==> config.mk <==
export PLATFORM = sky130hd
export DESIGN_NAME = drpc_host
export DESIGN_NICKNAME = d
export VERILOG_FILES = /design/src/logic/drpc_pkg.sv /design/src/logic/drpc_pulse_if.sv /design/src/logic/drpc_host.sv /design/src/logic/drpc_pulse_timer.sv
export SDC_FILE = /design/constraint.sdc
export NUM_CORES = 1
export LEC_CHECK = 0
export ABC_AREA = 1
export ABC_CLOCK_PERIOD_IN_PS = 3280
export BUFFER_PORTS_ARGS = -buffer_cell sky130_fd_sc_hd__buf_2
export CORE_ASPECT_RATIO = 1.5
export CORE_MARGIN = 2
export CORE_UTILIZATION = 53
export DETAILED_ROUTE_END_ITERATION = 8
export GPL_ROUTABILITY_DRIVEN = 0
export MAX_ROUTING_LAYER = met4
export PLACE_DENSITY = 0.84
export SLEW_MARGIN = 15
export SYNTH_ARGS = -nofsm -noshare
export SYNTH_HDL_FRONTEND = slang
export SYNTH_SLANG_ARGS = --single-unit
export TNS_END_PERCENT = 10
==> constraint.sdc <==
create_clock -name core_clk_i -period 3.28 [get_ports core_clk_i]
set_clock_uncertainty 0.05 [all_clocks]
set_input_delay 0.492 -clock core_clk_i [delete_from_list [all_inputs] [get_ports core_clk_i]]
set_output_delay 0.492 -clock core_clk_i [all_outputs]
set_load 0.03 [all_outputs]
==> src/logic/drpc_pkg.sv <==
// constants and types for the converter host controller
package drpc_pkg;
    // register byte offsets on apb
    localparam logic [7:0] DRPC_OFF_CTRL   = 8'h00;
    localparam logic [7:0] DRPC_OFF_DATA   = 8'h04;
    localparam logic [7:0] DRPC_OFF_CMD    = 8'h08;
    localparam logic [7:0] DRPC_OFF_STATUS = 8'h0C;
    // ctrl field positions
    localparam int DRPC_CTRL_CLRSEL = 0;
    localparam int DRPC_CTRL_SLEEP0 = 1;
    localparam int DRPC_CTRL_SLEEP1 = 2;
    localparam int DRPC_CTRL_FMT    = 3;
    localparam logic [3:0] DRPC_CTRL_RST = 4'h0;
    // cmd field positions
    localparam int DRPC_CMD_WRITE = 0;
    localparam int DRPC_CMD_LOAD  = 1;
    localparam int DRPC_CMD_CLEAR = 2;
    // status field positions
    localparam int DRPC_ST_BUSY   = 0;
    localparam int DRPC_ST_SETTLE = 1;
    // timing
    localparam int CLK_PERIOD_NS = 20;
    localparam int STROBE_NS     = 40;
    localparam int EXIT_WAIT_NS  = 5000;
    localparam int STROBE_CYC    = (STROBE_NS + CLK_PERIOD_NS - 1) / CLK_PERIOD_NS;
    localparam int EXIT_WAIT_CYC = (EXIT_WAIT_NS + CLK_PERIOD_NS - 1) / CLK_PERIOD_NS;
    localparam logic [15:0] DRPC_DATA_RST = 16'h0000;
    typedef enum logic [2:0] {
        DRPC_IDLE  = 3'b000,
        DRPC_SEL   = 3'b001,
        DRPC_LOAD  = 3'b011,
        DRPC_CLEAR = 3'b010,
        DRPC_DONE  = 3'b110
    } drpc_state_e;
endpackage : drpc_pkg

==> src/logic/drpc_pulse_if.sv <==
// strobe request/done handshake between sequencer and pulse timer
`timescale 1ns/1ps
interface drpc_pulse_if;
    logic start;
    logic active;
    modport ctrl (output start, input active);
    modport timer (input start, output active);
endinterface : drpc_pulse_if

==> src/logic/drpc_host.sv <==
// apb-controlled host driving the converter's parallel and control pins
//
// Register access over APB and the register offsets were chosen for this implementation.
`timescale 1ns/1ps
module drpc_host
    import drpc_pkg::*;
(
    input  wire logic        core_clk_i,
    input  wire logic        rst_n_i,
    input  wire logic        psel,
    input  wire logic        penable,
    input  wire logic        pwrite,
    input  wire logic [7:0]  paddr,
    input  wire logic [31:0] pwdata,
    output logic      [31:0] prdata,
    output logic             pready,
    output logic             pslverr,
    output logic      [15:0] data_o,
    output logic      [15:0] data_oe_o,
    output logic             sel_n_o,
    output logic             dir_read_o,
    output logic             output_update_strobe_o,
    output logic             clear_o,
    output logic             clear_level_select_o,
    output logic             sleep_select_hi_o,
    output logic             sleep_select_lo_o,
    output logic             code_format_select_o
);
    import drpc_pkg::*;

    drpc_pulse_if pif ();
    drpc_pulse_timer u_timer (
        .core_clk_i (core_clk_i),
        .rst_n_i    (rst_n_i),
        .pif        (pif.timer)
    );

    logic [3:0]  ctrl_q;
    logic [3:0]  ctrl_d;
    logic [15:0] word_q;
    logic [15:0] word_d;
    logic [2:0]  cmd_q;
    logic [2:0]  cmd_d;
    logic [12:0] settle_q;
    logic [12:0] settle_d;
    drpc_state_e st_q;
    drpc_state_e st_d;
    logic        started_q;
    logic        started_d;

    function automatic logic hit(input logic [7:0] a, input logic [7:0] off);
        return a == off;
    endfunction : hit

    logic wr_acc;
    logic busy;
    assign wr_acc = psel && penable && pwrite;
    assign busy   = (st_q != DRPC_IDLE) || (cmd_q != 3'h0);
    assign pready = 1'b1;
    assign pslverr = psel && penable && !(hit(paddr, DRPC_OFF_CTRL) ||
                     hit(paddr, DRPC_OFF_DATA) || hit(paddr, DRPC_OFF_CMD) ||
                     hit(paddr, DRPC_OFF_STATUS));

    always_comb begin
        prdata = 32'h0000_0000;
        if (hit(paddr, DRPC_OFF_CTRL)) begin
            prdata = {28'h0, ctrl_q};
        end else if (hit(paddr, DRPC_OFF_DATA)) begin
            prdata = {16'h0, word_q};
        end else if (hit(paddr, DRPC_OFF_STATUS)) begin
            prdata = {30'h0, settle_q != 13'h0, busy};
        end
    end

    // register writes; exit wait armed when sleep selects return to 00
    always_comb begin
        ctrl_d   = ctrl_q;
        word_d   = word_q;
        settle_d = (settle_q != 13'h0) ? settle_q - 13'h1 : settle_q;
        if (wr_acc && hit(paddr, DRPC_OFF_CTRL)) begin
            ctrl_d = pwdata[3:0];
            if ((ctrl_q[DRPC_CTRL_SLEEP1] || ctrl_q[DRPC_CTRL_SLEEP0]) &&
                !pwdata[DRPC_CTRL_SLEEP1] && !pwdata[DRPC_CTRL_SLEEP0]) begin
                settle_d = 13'(EXIT_WAIT_CYC);
            end
        end
        if (wr_acc && hit(paddr, DRPC_OFF_DATA)) begin
            word_d = pwdata[15:0];
        end
    end

    // sequencer: clear first, then input write, then load
    always_comb begin
        st_d      = st_q;
        cmd_d     = cmd_q;
        started_d = started_q;
        pif.start = 1'b0;
        if (wr_acc && hit(paddr, DRPC_OFF_CMD)) begin
            cmd_d = cmd_q | pwdata[2:0];
        end
        case (st_q)
            DRPC_IDLE: begin
                started_d = 1'b0;
                if (cmd_d[DRPC_CMD_CLEAR]) begin
                    st_d = DRPC_CLEAR;
                    cmd_d[DRPC_CMD_CLEAR] = 1'b0;
                end else if (cmd_d[DRPC_CMD_WRITE]) begin
                    st_d = DRPC_SEL;
                    cmd_d[DRPC_CMD_WRITE] = 1'b0;
                end else if (cmd_d[DRPC_CMD_LOAD]) begin
                    st_d = DRPC_LOAD;
                    cmd_d[DRPC_CMD_LOAD] = 1'b0;
                end
            end
            DRPC_SEL, DRPC_LOAD, DRPC_CLEAR: begin
                pif.start = !started_q;
                started_d = 1'b1;
                if (started_q && !pif.active) begin
                    st_d = DRPC_DONE;
                end
            end
            DRPC_DONE: begin
                st_d = DRPC_IDLE;
            end
            default: begin
                st_d = DRPC_IDLE;
            end
        endcase
    end

    always_ff @(posedge core_clk_i or negedge rst_n_i) begin
        if (!rst_n_i) begin
            ctrl_q    <= DRPC_CTRL_RST;
            word_q    <= DRPC_DATA_RST;
            cmd_q     <= 3'h0;
            settle_q  <= 13'h0;
            st_q      <= DRPC_IDLE;
            started_q <= 1'b0;
        end else begin
            ctrl_q    <= ctrl_d;
            word_q    <= word_d;
            cmd_q     <= cmd_d;
            settle_q  <= settle_d;
            st_q      <= st_d;
            started_q <= started_d;
        end
    end

    // pins: select pulses low and rises at the end of its pulse; load and clear pulse high and rise at the start
    logic pulse_on;
    assign pulse_on = started_q && pif.active;
    assign sel_n_o  = !(st_q == DRPC_SEL && pulse_on);
    assign output_update_strobe_o = (st_q == DRPC_LOAD) && pulse_on;
    assign clear_o  = (st_q == DRPC_CLEAR) && pulse_on;
    assign dir_read_o = 1'b0;
    assign data_o    = word_q;
    assign data_oe_o = {16{1'b1}};
    assign clear_level_select_o = ctrl_q[DRPC_CTRL_CLRSEL];
    assign sleep_select_hi_o    = ctrl_q[DRPC_CTRL_SLEEP1];
    assign sleep_select_lo_o    = ctrl_q[DRPC_CTRL_SLEEP0];
    assign code_format_select_o = ctrl_q[DRPC_CTRL_FMT];
endmodule : drpc_host

==> src/logic/drpc_pulse_timer.sv <==
// fixed-width strobe timer
`timescale 1ns/1ps
module drpc_pulse_timer
    import drpc_pkg::*;
(
    input  wire logic core_clk_i,
    input  wire logic rst_n_i,
    drpc_pulse_if.timer pif
);
    logic [7:0] cnt_q;
    logic [7:0] cnt_d;

    always_comb begin
        cnt_d = cnt_q;
        if (pif.start && cnt_q == 8'h00) begin
            cnt_d = 8'(STROBE_CYC);
        end else if (cnt_q != 8'h00) begin
            cnt_d = cnt_q - 8'h01;
        end
    end

    always_ff @(posedge core_clk_i or negedge rst_n_i) begin
        if (!rst_n_i) begin
            cnt_q <= 8'h00;
        end else begin
            cnt_q <= cnt_d;
        end
    end

    assign pif.active = (cnt_q != 8'h00);
endmodule : drpc_pulse_timer

==> key figures <==
Run status
  • Status: finished, final reports clean

Clock tree
  • Cts hold-fix bufs: 0
  • # H-tree levels: 2
  • CTS sink cnt: 48
  • CTS Buf Count: 5
  • Resized cells post-CTS: 0
  • Clock Latency Late Sink: 300 ps
  • Clock slew seen by the registers of the worst setup and hold paths: 80 ps
  • CTS tree: yes
  • Clock Tree Buf Depth: 2
  • # Post-CTS Setup Buffers: 0
  • Root Buffer: clkbuf_8

Critical path
  • Worst Path Arrival: 1740 ps
  • Crit Path Category: input pin to primary output
  • CP Launch Type: input pin
  • Reg2reg setup slack: 1510 ps
  • Crit-path cells: buf_2 -> nor2_2 -> nand2_4 -> nor2_8 -> nand3_4 -> inv_2 -> nand2_1 -> nand3_1 -> buf_2
  • Critical Path End Type: primary output
  • CP Max Fanout: 15
  • Critical Path Most Common Cell: buf_2
  • Required time of the critical path: 2740 ps
  • CP top delay family: simple AND/OR/NAND/NOR gates
  • Worst r2r path cells: 9
  • Crit path largest cell delay: 230 ps
  • CP bufs+invs: 3
  • Reg-to-reg critical path endpoint: settle_q[3]$_DFF_PN0_
  • Reg2reg start: settle_q[0]$_DFF_PN0_
  • Slowest-stage cell, CP: inv_2

Min path
  • HP Class: input pin to async pin

Timing
  • Unrepaired setup endpoints after global routing: false
  • Measured slew at the worst slew-check pin: 595.8 ps
  • Part of the cycle the worst path needs: 69.46%
  • Setup TNS: 0 ps
  • Worst setup margin: 1002 ps
  • Fin. max-slew vios: 0
  • Setup-failing EPs final: 0
  • Fmax: 438.9 MHz
  • Slew headroom: 60.28%
  • WHS: 134.9 ps
  • Clock period minus worst slack: 2278 ps
  • Final Hold Viols: 0

Floorplanning
  • Die extent in x: 64.80 µm
  • Die area: 0.006169 mm²
  • Initial Util: 54.34%
  • Die Span Y: 95.21 µm
  • Ports: 119
  • Core area: 0.005409 mm²
  • Cell row count: 33

Placement
  • Hpwl dp: 4592 µm
  • Place WS: 999.7 ps
  • Placed cell areas: 0.003183 mm²
  • Port Buffers: 68

Power
  • Worst vdd ir: 0.4574 mV
  • Power per cell area: 517.1 mW/mm²
  • Pleak: 1.871 nW

Route
  • Final WL: 5971 µm
  • Total number of vias: 2546
  • Drt pass-1 iters: 4
  • Vias per inst: 4.840
  • DRC viols: 0
  • Routed WL per cell: 11.35 µm
  • Post-route ant nets: 0
  • Initial DRC Count: 121

Yosys
  • Post-synthesis sequential area ratio: 40.87%
  • EDFF count, synth: 0
  • Ys flop type: dfrtp_1
  • Cell accounting for the most synthesized area: dfrtp_1
  • Top post-synthesis cells by count: nand2_1, nor2_1, dfrtp_1
  • Top-area cell type share of the netlist area: 40.87%
  • Synth area leaders: dfrtp_1, nand2_1, buf_4, nor2_1, inv_1
  • Post-Syn Area: 0.002939 mm²
  • Synthesized flop and latch total: 48
  • Syn Area/Cell: 7.555 µm²
  • Yosys cell types: 37
  • Count leader, synth: nand2_1
  • Ys async rst share: 100.0%
  • Synth warn: 0
  • Post-Syn Instances: 389

Finish
  • Antenna Cells: 0
  • Layout fillers: 490
  • # nets final: 504
  • Final instance area: 0.003307 mm²
  • Fraction of layout cells with a size suffix above 1: 22.59%
  • Area delta synth->final: 12.52%
  • Multi-input gate area: 0.001359 mm²
  • Register Area: 0.001201 mm²

Global route
  • Initial antenna violation count: 0
  • Gr usage total: 21.36%
  • Global-route wire length before repair: 10090 µm
  • Largest net degree at the start of global routing: 49
  • Vias in the first global route: 2377
  • Total gr overflow: 0

Flow run
  • Max_cap viols: 0
[report_power, final]
part	leakage [nW]	internal (W)	switching, W	total (W)
Combinational	1.23	0.000154	0.000330	0.000484
Clock	0.0614	0.000249	0.000206	0.000455
Sequential	0.581	0.000691	0.0000794	0.000771
Total	1.87	0.00109	0.000615	0.00171
[how the worst max path moves through the flow]
stage / startpoint / endpoint / slack [ps] / cells after the start
after floorplan: u_timer.cnt_q[0]$_DFFE_PN0P_ / clear_o / 970 / 7
after global placement: paddr[7] / prdata[0] / 980 / 9
after detailed placement: paddr[7] / prdata[1] / 1000 / 9
after CTS: paddr[7] / prdata[1] / 990 / 9
after global routing: paddr[7] / prdata[1] / 820 / 9
final: paddr[7] / prdata[1] / 1000 / 9
[flip-flops by register name, indices dropped and copies added (netlist names)]
signal	flops
started_q	1
u_timer.cnt_q	8
data_o	16
st_q	3
settle_q	13
cmd_q	3
ctrl_q	4
[final cells by class]
type / instances / area share [%]
well taps: 70 / 2.649
clock inverters: 2 / 1.173
repair buffers: 69 / 10.59
multi-input cells: 281 / 41.09
flip-flops and latches: 48 / 36.32
inverters: 50 / 5.675
clock buffers: 6 / 2.497
[cell families after synthesis]
| kind of cell | after synthesis | synth area share (%) |
|---|---|---|
| AND/OR/NAND/NOR | 203 | 30.57 |
| other | 2 | 0.2555 |
| flip-flops | 48 | 40.87 |
| AO/OA/AOI/OAI | 31 | 6.939 |
| adder cells (fa/ha/maj) | 4 | 1.703 |
| XOR/XNOR | 9 | 2.682 |
| buffers and inverters | 92 | 16.99 |
[routing by layer]
| layer | vias up | part of all wire [%] | routed length (µm) | track usage (%) |
|---|---|---|---|---|
| met1 | 1173 | 38 | 2259 | 22.91 |
| li1 | 1268 | - | - | - |
| met2 | 93 | 53 | 3179 | 39.26 |
| met4 | 0 | 2.0 | 121 | 7.624 |
| met5 | - | 0 | 0 | - |
| met3 | 12 | 6.9 | 411 | 3.542 |
[cells in the final DEF (no fill, tap or decap), types with 5 or more instances in the layout]
cell type,instances
nand3_1,29
o21ai_0,13
nor2_1,62
inv_2,6
xor2_1,6
inv_1,44
conb_1,34
nand2_1,88
nor2_2,5
dfrtp_1,48
buf_2,67
clkbuf_8,6
[metrics by stage]
| step | instances | total power, W | utilization [%] |
|---|---|---|---|
| floorplan | 421 | 0.001176 | - |
| global placement | 518 | 0.001243 | 58.85 |
| detailed placement | 518 | 0.001266 | 58.85 |
| CTS | 526 | 0.001718 | 61.09 |
| global route | 526 | 0.001818 | 61.14 |
| finish | 526 | 0.001710 | 61.14 |
Power figures use the tool's default switching activity.
